===== src/hdl/slc_pkg.sv =====
// Constants for the switching line configuration block
package slc_pkg;
  localparam int REG_W = 8;
  localparam int SEL_W = 2;
  // Register select pattern [sel1, sel0] = [0,1]
  localparam logic [1:0] SEL_LINE_CONFIG = 2'h1;
  localparam logic [7:0] LINE_CONFIG_RESET = 8'h00;
  localparam int BIT_RX_FILTER = 7;
  localparam int BIT_SPARE_HI = 6;
  localparam int BIT_SINK_SOURCE = 5;
  localparam int BIT_PUSH_PULL = 4;
  localparam int BIT_SOFT_ENABLE = 3;
  localparam int BIT_LEVEL = 2;
  localparam int BIT_RX_DISABLE = 1;
  localparam int BIT_SPARE_LO = 0;
  // Filter corners in kHz, selected by the filter bit
  localparam int FILTER_SLOW_KHZ = 500;
  localparam int FILTER_FAST_KHZ = 1000;
endpackage : slc_pkg


===== src/hdl/slc_line_config.sv =====
// Switching line configuration register and line driver state logic
`timescale 1ns/1ps

module slc_line_config
(
  input wire logic clk_sys, // 10 MHz system clock
  input wire logic reset, // Synchronous power-up reset
  input wire logic reg_wr, // Register write strobe
  input wire logic [slc_pkg::SEL_W-1:0] reg_sel, // Register select bits
  input wire logic [slc_pkg::REG_W-1:0] reg_wdata, // Write data
  output logic [slc_pkg::REG_W-1:0] reg_rdata, // Read data
  output logic reg_hit, // Access selects this register
  input wire logic line_logic_input, // Logic-side line input pin
  input wire logic line_driver_enable_pin, // Hardware enable pin
  input wire logic switch_line_i, // Line level seen by receiver
  input wire logic aux_sense_input, // Auxiliary sense input
  output logic switch_line_o, // Line drive level
  output logic switch_line_oe, // Line output enable
  output logic line_rx_out, // Receiver logic output
  output logic aux_sense_out, // Synchronised aux sense
  output logic line_level_inverse, // Inverse of line level
  output logic filter_corner_fast_line, // Line filter 1MHz corner
  output logic filter_corner_fast_aux // Aux filter 1MHz corner
);
  import slc_pkg::*;

  // Slot of each asynchronous pin in the synchroniser bank
  localparam int PIN_LINE = 0;
  localparam int PIN_LIO = 1;
  localparam int PIN_EN = 2;
  localparam int PIN_AUX = 3;
  localparam int PIN_N = 4;

  logic [REG_W-1:0] switch_line_config_r;
  logic [PIN_N-1:0] pin_raw;
  logic [PIN_N-1:0] pin_sync;
  logic receive_filter_select;
  logic line_sink_source_select;
  logic line_push_pull;
  logic line_driver_soft_enable;
  logic level_bit;
  logic receiver_disable;
  logic driver_on;
  logic lio_s;
  logic line_s;

  assign reg_hit = (reg_sel == SEL_LINE_CONFIG);

  // Spare bits 6 and 0 are stored only, never decoded
  always_ff @(posedge clk_sys)
  begin
    if (reset)
      switch_line_config_r <= LINE_CONFIG_RESET;
    else if (reg_wr && reg_hit)
      switch_line_config_r <= reg_wdata;
  end

  assign reg_rdata = reg_hit ? switch_line_config_r : '0;

  assign pin_raw[PIN_LINE] = switch_line_i;
  assign pin_raw[PIN_LIO] = line_logic_input;
  assign pin_raw[PIN_EN] = line_driver_enable_pin;
  assign pin_raw[PIN_AUX] = aux_sense_input;

  // Pins are asynchronous to clk_sys; only the second stage is read,
  // which costs two cycles of latency on every pin path
  genvar gi;
  generate
    for (gi = 0; gi < PIN_N; gi++)
    begin : g_pin_sync
      logic meta_r;
      logic sync_r;
      always_ff @(posedge clk_sys)
      begin
        if (reset)
        begin
          meta_r <= 1'b0;
          sync_r <= 1'b0;
        end
        else
        begin
          meta_r <= pin_raw[gi];
          sync_r <= meta_r;
        end
      end
      assign pin_sync[gi] = sync_r;
    end
  endgenerate

  assign lio_s = pin_sync[PIN_LIO];
  assign line_s = pin_sync[PIN_LINE];

  assign receive_filter_select = switch_line_config_r[BIT_RX_FILTER];
  assign line_sink_source_select = switch_line_config_r[BIT_SINK_SOURCE];
  assign line_push_pull = switch_line_config_r[BIT_PUSH_PULL];
  assign line_driver_soft_enable = switch_line_config_r[BIT_SOFT_ENABLE];
  assign level_bit = switch_line_config_r[BIT_LEVEL];
  assign receiver_disable = switch_line_config_r[BIT_RX_DISABLE];

  // One select bit feeds both analog filters
  assign filter_corner_fast_line = receive_filter_select;
  assign filter_corner_fast_aux = receive_filter_select;

  assign driver_on = line_driver_soft_enable | pin_sync[PIN_EN];

  // Level bit only counts with input high; with input low the line
  // is driven high (released in sink mode without push-pull) and the level bit is ignored.
  // Registered so the line pin never glitches on decode.
  always_ff @(posedge clk_sys)
  begin
    if (reset)
    begin
      switch_line_o <= 1'b0;
      switch_line_oe <= 1'b0;
    end
    else if (!driver_on)
    begin
      switch_line_o <= 1'b0;
      switch_line_oe <= 1'b0;
    end
    else if (lio_s)
    begin
      switch_line_o <= level_bit;
      if (line_push_pull)
        switch_line_oe <= 1'b1;
      else if (line_sink_source_select)
        switch_line_oe <= ~level_bit;
      else
        switch_line_oe <= level_bit;
    end
    else
    begin
      // Logic input low drives the line high, except sink without push-pull, which releases it
      switch_line_o <= 1'b1;
      switch_line_oe <= line_push_pull | ~line_sink_source_select;
    end
  end

  always_ff @(posedge clk_sys)
  begin
    if (reset)
    begin
      line_rx_out <= 1'b1;
      line_level_inverse <= 1'b1;
      aux_sense_out <= 1'b0;
    end
    else
    begin
      line_rx_out <= receiver_disable ? 1'b1 : ~line_s;
      line_level_inverse <= ~line_s;
      aux_sense_out <= pin_sync[PIN_AUX];
    end
  end
endmodule : slc_line_config


===== config.mk =====
export PLATFORM = sky130hd
export DESIGN_NAME = slc_line_config
export DESIGN_NICKNAME = d
export VERILOG_FILES = /design/src/hdl/slc_pkg.sv /design/src/hdl/slc_line_config.sv
export SDC_FILE = /design/constraint.sdc
export NUM_CORES = 1
export LEC_CHECK = 0
export CORE_MARGIN = 8
export CORE_UTILIZATION = 38
export CTS_CLUSTER_SIZE = 28
export DETAILED_ROUTE_END_ITERATION = 6
export DONT_BUFFER_PORTS = 1
export PLACE_DENSITY = 0.58
export SYNTH_ARGS = -nofsm -noshare
export SYNTH_HDL_FRONTEND = slang
export SYNTH_SLANG_ARGS = --single-unit

===== constraint.sdc =====
create_clock -name clk_sys -period 1.24 [get_ports clk_sys]
set_clock_uncertainty 0.15 [all_clocks]
set_input_delay 0.124 -clock clk_sys [delete_from_list [all_inputs] [get_ports clk_sys]]
set_output_delay 0.124 -clock clk_sys [all_outputs]
set_load 0.1 [all_outputs]

==> results of run 1 <==
==> report_power, final <==
part | total (mW) | leakage (nW) | internal, mW | switching (mW)
Sequential | 0.713 | 0.176 | 0.701 | 0.0124
Clock | 0.319 | 0.0177 | 0.120 | 0.199
Combinational | 0.237 | 0.309 | 0.103 | 0.134
==> cells in the mapped netlist <==
cell	count
nor4b_1	1
dfxtp_1	21
buf_6	1
mux2i_1	8
nand2b_1	18
and2_1	8
nor2b_1	12
buf_2	3
a211oi_1	1
o21bai_1	1
or2_1	1
buf_4	1
and3b_1	1
==> through the flow <==
| stage | instance area (µm²) | TNS (ps) | cells | setup WS (ps) |
|---|---|---|---|---|
| 3_3_place_gp | 972 | 0 | 107 | 84.4 |
| 5_1_grt | 1210 | -386 | 132 | -83.8 |
| 3_5_place_dp | 972 | 0 | 107 | 70.1 |
| 6_report | 1210 | -72.9 | 132 | -45.0 |
| 2_1_floorplan | 837 | 0 | 77 | 16.3 |
| 4_1_cts | 1200 | -363 | 131 | -64.0 |
==> repair_timing <==
item,4_1_cts,5_1_grt
setup endpoints to repair,8,21
buffers inserted,4,1
hold buffers,16,1
resized for setup,7,1
gates cloned,0,0
hold endpoints to repair,21,1
==> cell type report <==
| type | count | area share [%] |
|---|---|---|
| clock inverters | 1 | 0.414 |
| well taps | 27 | 2.80 |
| flip-flops and latches | 21 | 35.8 |
| repair buffers | 29 | 27.7 |
| multi-input cells | 51 | 31.4 |
| clock buffers | 3 | 1.86 |
==> sequential cells by signal, summed over array words and instances, names as in the netlist <==
register              flops
switch_line_oe            1
switch_line_o             1
g_pin_sync.sync_r         4
line_level_inverse        1
switch_line_config_r      8
line_rx_out               1
aux_sense_out             1
g_pin_sync.meta_r         4
==> metal layers <==
metal,routed length (µm),part of all wire [%],up-vias,global-route usage [%]
met5,0,0,-,0
met4,26,1.6,0,5.25
met3,133,8.0,4,4.12
met2,773,47,22,13.3
met1,725,44,262,9.04
li1,-,-,297,-
==> cells by family (layout without fill, tap and decap cells) <==
group | Yosys count | count (layout) | synth area share, %
buf+inv | 5 | 33 | 4.17
flops | 21 | 21 | 51.9
compound gates | 2 | 2 | 1.85
mux | 8 | 8 | 9.88
simple gates | 41 | 41 | 32.3
==> how the worst max path moves through the flow <==
stage	startpoint	endpoint	slack, ps	cells past startpoint
6_report	switch_line_config_r[7]$_SDFFE_PP0P_	reg_rdata[7]	-50	1
3_3_place_gp	reg_sel[0]	reg_rdata[3]	80	2
2_1_floorplan	reg_sel[0]	reg_rdata[0]	20	3
4_1_cts	switch_line_config_r[7]$_SDFFE_PP0P_	reg_rdata[7]	-60	1
5_1_grt	switch_line_config_r[7]$_SDFFE_PP0P_	reg_rdata[7]	-80	1
3_5_place_dp	reg_sel[0]	reg_rdata[4]	70	2
==> layout by cell type, fill, tap and decap left out, drive strengths merged <==
cell / n
dlymetal6s4s: 1
nand2b: 18
dlygate4sd3: 15
a211oi: 1
o21bai: 1
nor2b: 12
buf: 13
and2: 8
clkbuf: 3
mux2i: 8
and3b: 1
or2: 1
clkinv: 1
dfxtp: 21
nor4b: 1
==> impl_metrics.env, run 1 <==
export IMPL_outcome="finished with violations"
export IMPL_violations="negative setup slack"
export IMPL_worst_slew_pin_slew_ps=600
export IMPL_synth_cell_types=13
export IMPL_cp_arrival_ps=1010
export IMPL_antenna_cells=0
export IMPL_setup_slack_ps=-45.0
export IMPL_fin_crit_ps=1290
export IMPL_multi_input_area_um2=379
export IMPL_drive_gt1_share_pct=32.4
export IMPL_critPathKind="reg2out"
export IMPL_grt_use_total_pct=8.53
export IMPL_wire_per_inst_um=12.6
export IMPL_maxCapViolations=0
export IMPL_worstPathMaxFanout=3
export IMPL_grt_pass1_vias=611
export IMPL_hold_violations=0
export IMPL_utilization_pct=61.0
export IMPL_fin_crit_sh_pct=104
export IMPL_cts_tree="done"
export IMPL_hold_end="switch_line_config_r[6]$_SDFFE_PP0P_"
export IMPL_io_buffer_count=0
export IMPL_setup_viol=6
export IMPL_num_io_pins=33
export IMPL_numCtsBuffers=3
export IMPL_hold_path_depth=3
export IMPL_cts_sinks=21
export IMPL_yosys_area_top_type="dfxtp_1"
export IMPL_cts_htree_levels=1
export IMPL_p_total_mw=1.27
export IMPL_crit_chain="and2_4"
export IMPL_report_final_slew_viol_count=0
export IMPL_grt_start_max_net_pins=24
export IMPL_gr_total_overflow=0
export IMPL_ant_nets=0
export IMPL_cts_path_max_buffers=2
export IMPL_place_gp_congestion=0.771
export IMPL_yosysTopAreaCellShare_pct=51.9
export IMPL_p_leak_nw=0.503
export IMPL_num_vias=585
export IMPL_end_kind="output port"
export IMPL_drc=0
export IMPL_min_path_type="in2reg"
export IMPL_ff2ff_path_depth=2
export IMPL_area_growth_pct=49.1
export IMPL_synth_seq_cells=21
export IMPL_post_dp_hpwl_mm=1.11
export IMPL_path_clk_slew_ps=110
export IMPL_core_um2=1980
export IMPL_ir_drop_uv=588
export IMPL_postSynthCellCount=77
export IMPL_die_x_um=62.2
export IMPL_r2r_end="aux_sense_out$_SDFF_PP0_"
export IMPL_placementRows=16
export IMPL_grt_pass1_wl_mm=2.70
export IMPL_power_density_nw_per_um2=1050
export IMPL_final_nets=123
export IMPL_hold_ws_ps=107
export IMPL_max_stage_delay_ps=380
export IMPL_synthTopCellsByArea="dfxtp_1 (52%), nand2b_1 (14%), mux2i_1 (9.9%), nor2b_1 (9.3%), and2_1 (6.2%)"
export IMPL_syn_area_per_cell_um2=10.5
export IMPL_ff_latch_area_um2=433
export IMPL_first_pass_iters=3
export IMPL_slew_headroom_pct=60.0
export IMPL_critPathTopFamily="flip-flops"
export IMPL_rsz0062_at_grt="true"
export IMPL_start_util_pct=40.9
export IMPL_drt_wl_total_mm=1.66
export IMPL_path_buf_inv=0
export IMPL_critPathLaunchType="register"
export IMPL_ff2ff_setup_slack_ps=40
export IMPL_root_buffer="clkbuf_4"
export IMPL_critical_path_required_ps=970
export IMPL_mappedNetlistArea_um2=811
export IMPL_antenna_found_initial=0
export IMPL_vias_per_cell=4.43
export IMPL_yosysWarnings=0
export IMPL_worstSkewPairLatency_ps=300
export IMPL_fmax_mhz=778
export IMPL_die_h_um=62.2
export IMPL_synth_nets=94
export IMPL_dieArea_um2=3870
export IMPL_fill_cells=174
export IMPL_ys_seq_area_share_pct=51.9
export IMPL_dr_first_iter_drc_count=2
export IMPL_slowest_stage="dfxtp_4"
export IMPL_min_delay_start="reg_sel[0]"
export IMPL_reg2reg_from="g_pin_sync[3].sync_r$_SDFF_PP0_"
Note: power is estimated with default switching activity, not from simulation.
==> run 2, diff against run 1 <==
- CORE_UTILIZATION: 38 -> 25
- PLACE_DENSITY: 0.58 -> 0.44
- clock period: 1.24 -> 1.5 ns (I/O delays scaled with it)
==> impl_metrics.env, run 2 (same netlist as run 1, synthesis figures left out) <==
export IMPL_outcome="completed"
export IMPL_worstSkewPairLatency_ps=310
export IMPL_end_kind="output port"
export IMPL_numCtsBuffers=3
export IMPL_cts_tree="done"
export IMPL_cts_sinks=21
export IMPL_drive_gt1_share_pct=27.9
export IMPL_utilization_pct=39.6
export IMPL_cp_arrival_ps=1140
export IMPL_path_clk_slew_ps=120
export IMPL_hold_violations=0
export IMPL_min_path_type="in2reg"
export IMPL_final_nets=122
export IMPL_drt_wl_total_mm=1.59
export IMPL_drc=0
export IMPL_maxCapViolations=0
export IMPL_largest_register="switch_line_config_r"
export IMPL_setup_viol=0
export IMPL_ir_drop_uv=563
export IMPL_place_gp_congestion=0.653
export IMPL_wire_per_inst_um=10.7
export IMPL_slew_headroom_pct=49.9
export IMPL_fmax_mhz=694
export IMPL_largest_register_ffs=8
export IMPL_max_stage_delay_ps=470
export IMPL_area_growth_pct=50.3
export IMPL_p_total_mw=1.04
export IMPL_grt_start_max_net_pins=28
export IMPL_num_io_pins=33
export IMPL_first_pass_iters=4
export IMPL_p_leak_nw=0.485
export IMPL_final_common_cell="dfxtp_1"
export IMPL_core_um2=3080
export IMPL_crit_chain="buf_4"
export IMPL_hold_path_depth=2
export IMPL_power_density_nw_per_um2=851
export IMPL_reg2reg_from="switch_line_config_r[4]$_SDFFE_PP0P_"
export IMPL_dr_first_iter_drc_count=12
export IMPL_min_delay_start="reg_sel[0]"
export IMPL_root_buffer="clkbuf_4"
export IMPL_crit_start="switch_line_config_r[7]$_SDFFE_PP0P_"
export IMPL_reg_top3="switch_line_config_r x8, g_pin_sync.meta_r x4, g_pin_sync.sync_r x4"
export IMPL_critical_path_required_ps=1200
export IMPL_report_final_slew_viol_count=0
export IMPL_worst_slew_pin_slew_ps=751
export IMPL_layout_common_cells="dfxtp_1 (20), nand2b_1 (18), dlygate4sd3_1 (12), nor2b_1 (11)"
export IMPL_dieArea_um2=5320
export IMPL_placementRows=20
export IMPL_crit_cells=1
export IMPL_grt_pass1_vias=611
export IMPL_start_util_pct=26.3
export IMPL_cts_htree_levels=1
export IMPL_worstPathMaxFanout=3
export IMPL_gr_total_overflow=0
export IMPL_slowest_stage="buf_4"
export IMPL_die_x_um=73.0
export IMPL_fin_crit_ps=1440
export IMPL_vias_per_cell=3.94
export IMPL_setup_tns_ps=0
export IMPL_grt_use_total_pct=6.47
export IMPL_critPathTopFamily="buffers and inverters"
export IMPL_die_h_um=73.0
export IMPL_antenna_found_initial=0
export IMPL_setup_slack_ps=59.8
export IMPL_cts_path_max_buffers=2
export IMPL_rsz0062_at_grt="false"
export IMPL_ant_nets=0
export IMPL_fin_crit_sh_pct=96.0
export IMPL_io_buffer_count=0
export IMPL_antenna_cells=0
export IMPL_num_vias=583
export IMPL_place_ws_ps=325
export IMPL_critPathLaunchType="register"
export IMPL_critPathKind="reg2out"
export IMPL_ff2ff_path_depth=2
export IMPL_grt_pass1_wl_mm=2.70
export IMPL_path_buf_inv=1
## run 2: cell count changes in the layout (fill, tap and decap cells not counted), sizes merged
cell         change
dlygate4sd3      -3
buf              +2
## run 2: timing repair
item,in CTS,in global routing
endpoints found under the hold margin,21,0
setup buffers,0,0
hold buffers,13,0
gates resized for setup,0,1
endpoints found under the setup margin,0,3
## run 2: final cells by class
type,instances,area (µm²)
fillers,310,1860
flip-flops and latches,21,422
multi-input cells,51,369
repair buffers,28,345
well taps,44,55.1
clock buffers,3,22.5
clock inverters,1,5.00
## run 2: per-stage QoR
stage / std cells / area (µm²) / hold slack, ps
finish: 148 / 1220 / 206
global route: 148 / 1220 / 191
CTS: 148 / 1220 / 204
detailed placement: 131 / 1060 / 75.2
global placement: 131 / 1060 / 74.4
floorplan: 77 / 822 / 116
## run 2: worst paths after layout
path	to	slack, ps
setup / recovery	filter_corner_fast_line	60
hold reg to reg	line_level_inverse$_SDFF_PP1_	250
setup reg to reg	switch_line_oe$_SDFF_PP0_	460
hold / removal	switch_line_config_r[7]$_SDFFE_PP0P_	210
## run 2: report_power, final
part	total (mW)	leakage [nW]	internal, mW	switching [mW]
combinational	0.178	0.295	0.0688	0.109
clock	0.271	0.0177	0.0995	0.172
sequential	0.588	0.172	0.579	0.00826
total	1.04	0.485	0.748	0.289
## run 2: layer usage
metal / part of all wire (%) / global-route usage, % / vias to the layer above
li1: - / - / 301
met1: 44 / 6.64 / 260
met2: 45 / 10.0 / 20
met3: 11 / 4.81 / 2
met4: 0.44 / 2.00 / 0
met5: 0 / 0 / -
==> run 3, diff against run 2 <==
- ABC_AREA: default -> 1
==> impl_metrics.env, run 3 <==
export IMPL_hold_ws_ps=98.5
export IMPL_final_nets=154
export IMPL_reg_top3="switch_line_config_r x8, g_pin_sync.meta_r x4, g_pin_sync.sync_r x4"
export IMPL_hold_end="switch_line_config_r[1]$_SDFFE_PP0P_"
export IMPL_slew_headroom_pct=63.9
export IMPL_utilization_pct=40.5
export IMPL_p_leak_nw=0.579
export IMPL_critPathTopFamily="buffers and inverters"
export IMPL_io_buffer_count=0
export IMPL_report_final_slew_viol_count=0
export IMPL_placementRows=20
export IMPL_ir_drop_uv=547
export IMPL_path_clk_slew_ps=120
export IMPL_die_x_um=71.3
export IMPL_crit_chain="buf_4"
export IMPL_grt_pass1_vias=680
export IMPL_area_growth_pct=57.9
export IMPL_drive_gt1_share_pct=22.8
export IMPL_final_common_cell="nor2_1"
export IMPL_outcome="completed"
export IMPL_wire_per_inst_um=10.1
export IMPL_worstSkewPairLatency_ps=300
export IMPL_synth_nets=123
export IMPL_path_buf_inv=1
export IMPL_drt_wl_total_mm=1.70
export IMPL_core_um2=2980
export IMPL_cts_htree_levels=1
export IMPL_synth_ff_type="dfxtp_1"
export IMPL_rsz0062_at_grt="false"
export IMPL_cts_path_max_buffers=2
export IMPL_reg2reg_from="switch_line_config_r[2]$_SDFFE_PP0P_"
export IMPL_antenna_cells=0
export IMPL_largest_register_ffs=8
export IMPL_slowest_stage="buf_4"
export IMPL_mappedNetlistArea_um2=764
export IMPL_synth_common_cells="nor2_1 (35), dfxtp_1 (21), nand2_1 (21)"
export IMPL_root_buffer="clkbuf_4"
export IMPL_largest_register="switch_line_config_r"
export IMPL_min_delay_start="reg_wr"
export IMPL_start_util_pct=25.7
export IMPL_cp_arrival_ps=1100
export IMPL_synth_most_common_cell="nor2_1"
export IMPL_power_density_nw_per_um2=905
export IMPL_vias_per_cell=3.99
export IMPL_postCtsSetupRepairBufs=0
export IMPL_synth_seq_cells=21
export IMPL_place_ws_ps=420
export IMPL_grt_use_total_pct=7.02
export IMPL_dr_first_iter_drc_count=25
export IMPL_syn_area_per_cell_um2=7.21
export IMPL_synthArstFlopShare_pct=0
export IMPL_num_vias=675
export IMPL_ys_seq_area_share_pct=55.0
export IMPL_grt_pass1_wl_mm=2.93
export IMPL_grt_start_max_net_pins=17
export IMPL_synth_edf_count=0
export IMPL_dieArea_um2=5080
export IMPL_ant_nets=0
export IMPL_fmax_mhz=713
export IMPL_synth_cell_types=11
export IMPL_hold_violations=0
export IMPL_yosysWarnings=0
export IMPL_dpl_instance_area_um2=1040
export IMPL_gr_total_overflow=0
export IMPL_die_h_um=71.3
export IMPL_cts_sinks=21
export IMPL_ff2ff_setup_slack_ps=540
export IMPL_r2r_end="switch_line_oe$_SDFF_PP0_"
export IMPL_cts_tree="done"
export IMPL_max_stage_delay_ps=460
export IMPL_post_dp_hpwl_mm=1.30
export IMPL_postSynthCellCount=106
export IMPL_worst_slew_pin_slew_ps=545
export IMPL_end_kind="output port"
export IMPL_synthTopCellsByArea="dfxtp_1 (55%), nor2_1 (17%), nand2_1 (10%), inv_1 (9.8%), nand3_1 (2.0%)"
export IMPL_drc=0
export IMPL_ff2ff_path_depth=6
export IMPL_critPathLaunchType="register"
export IMPL_yosysTopAreaCellShare_pct=55.0
export IMPL_fin_crit_ps=1400
export IMPL_place_gp_congestion=0.738
export IMPL_setup_slack_ps=98.3
export IMPL_antenna_found_initial=0
export IMPL_maxCapViolations=0
export IMPL_setup_viol=0
export IMPL_fin_crit_sh_pct=93.4
export IMPL_worstPathMaxFanout=2
export IMPL_min_path_type="in2reg"
export IMPL_layout_common_cells="nor2_1 (27), nand2_1 (21), inv_1 (20), dfxtp_1 (20), dlygate4sd3_1 (12)"
export IMPL_final_cell_area_um2=1210
export IMPL_critPathKind="reg2out"
export IMPL_hold_path_depth=3
export IMPL_numCtsBuffers=3
export IMPL_num_io_pins=33
export IMPL_yosys_area_top_type="dfxtp_1"
export IMPL_first_pass_iters=4
export IMPL_critical_path_required_ps=1200
## run 3: cell types whose count changed after synthesis, moves of 2 or more
cell	previous run	this run
nor2_1	0	35
inv_1	0	20
nor2b_1	12	0
nand2b_1	18	0
mux2i_1	8	0
buf_2	3	1
and2_1	8	1
nand2_1	0	21
nand3_1	0	3
## run 3: logic make-up (layout without fill, tap and decap cells)
| group | Yosys count | count (layout) | share of synthesized area (%) |
|---|---|---|---|
| buffers and inverters | 24 | 54 | 13.4 |
| and+or+nand+nor | 61 | 61 | 31.6 |
| DFF | 21 | 21 | 55.0 |
## run 3: final cells by class
cell class                 instances  area [µm²]
clock buffer                       3        22.5
clock inverter                     1        7.51
fill                             317        1770
inverter                          21        82.6
multi-input combinational         61         267
sequential                        21         422
tap                               33        41.3
timing repair buffer              29         365
## run 3: layer usage
layer	up-vias	routed length, µm	GRT usage (%)
met5	-	0	0
met4	0	14	1.39
met3	2	173	4.60
met2	22	794	11.9
met1	290	717	7.02
li1	361	-	-
## run 3: worst max-delay path by stage
stage / from / cells after the start / to / slack (ps)
6_report: switch_line_config_r[7]$_SDFFE_PP0P_ / 1 / filter_corner_fast_line / 100
5_1_grt: switch_line_config_r[7]$_SDFFE_PP0P_ / 1 / filter_corner_fast_aux / 40
4_1_cts: reset / 4 / switch_line_config_r[2]$_SDFFE_PP0P_ / 30
3_5_place_dp: reg_sel[1] / 5 / reg_rdata[3] / 420
3_3_place_gp: reg_sel[1] / 5 / reg_rdata[3] / 410
2_1_floorplan: reg_sel[1] / 3 / reg_rdata[0] / -120
## run 3: timing repair
action,CTS,global route
endpoints found under the setup margin,0,5
endpoints found under the hold margin,21,0
hold buffers,13,0
resized for setup,0,2
## run 3: metrics by stage
step / TNS, ps / std cells / power, mW
floorplan: -956 / 106 / 0.762
global placement: 0 / 152 / 0.802
detailed placement: 0 / 152 / 0.804
CTS: 0 / 169 / 1.11
global route: 0 / 169 / 1.15
finish: 0 / 169 / 1.09
## run 3: power by group
part / internal, mW / switching [mW]
clock network: 0.101 / 0.169
registers: 0.584 / 0.00743
logic: 0.0733 / 0.157
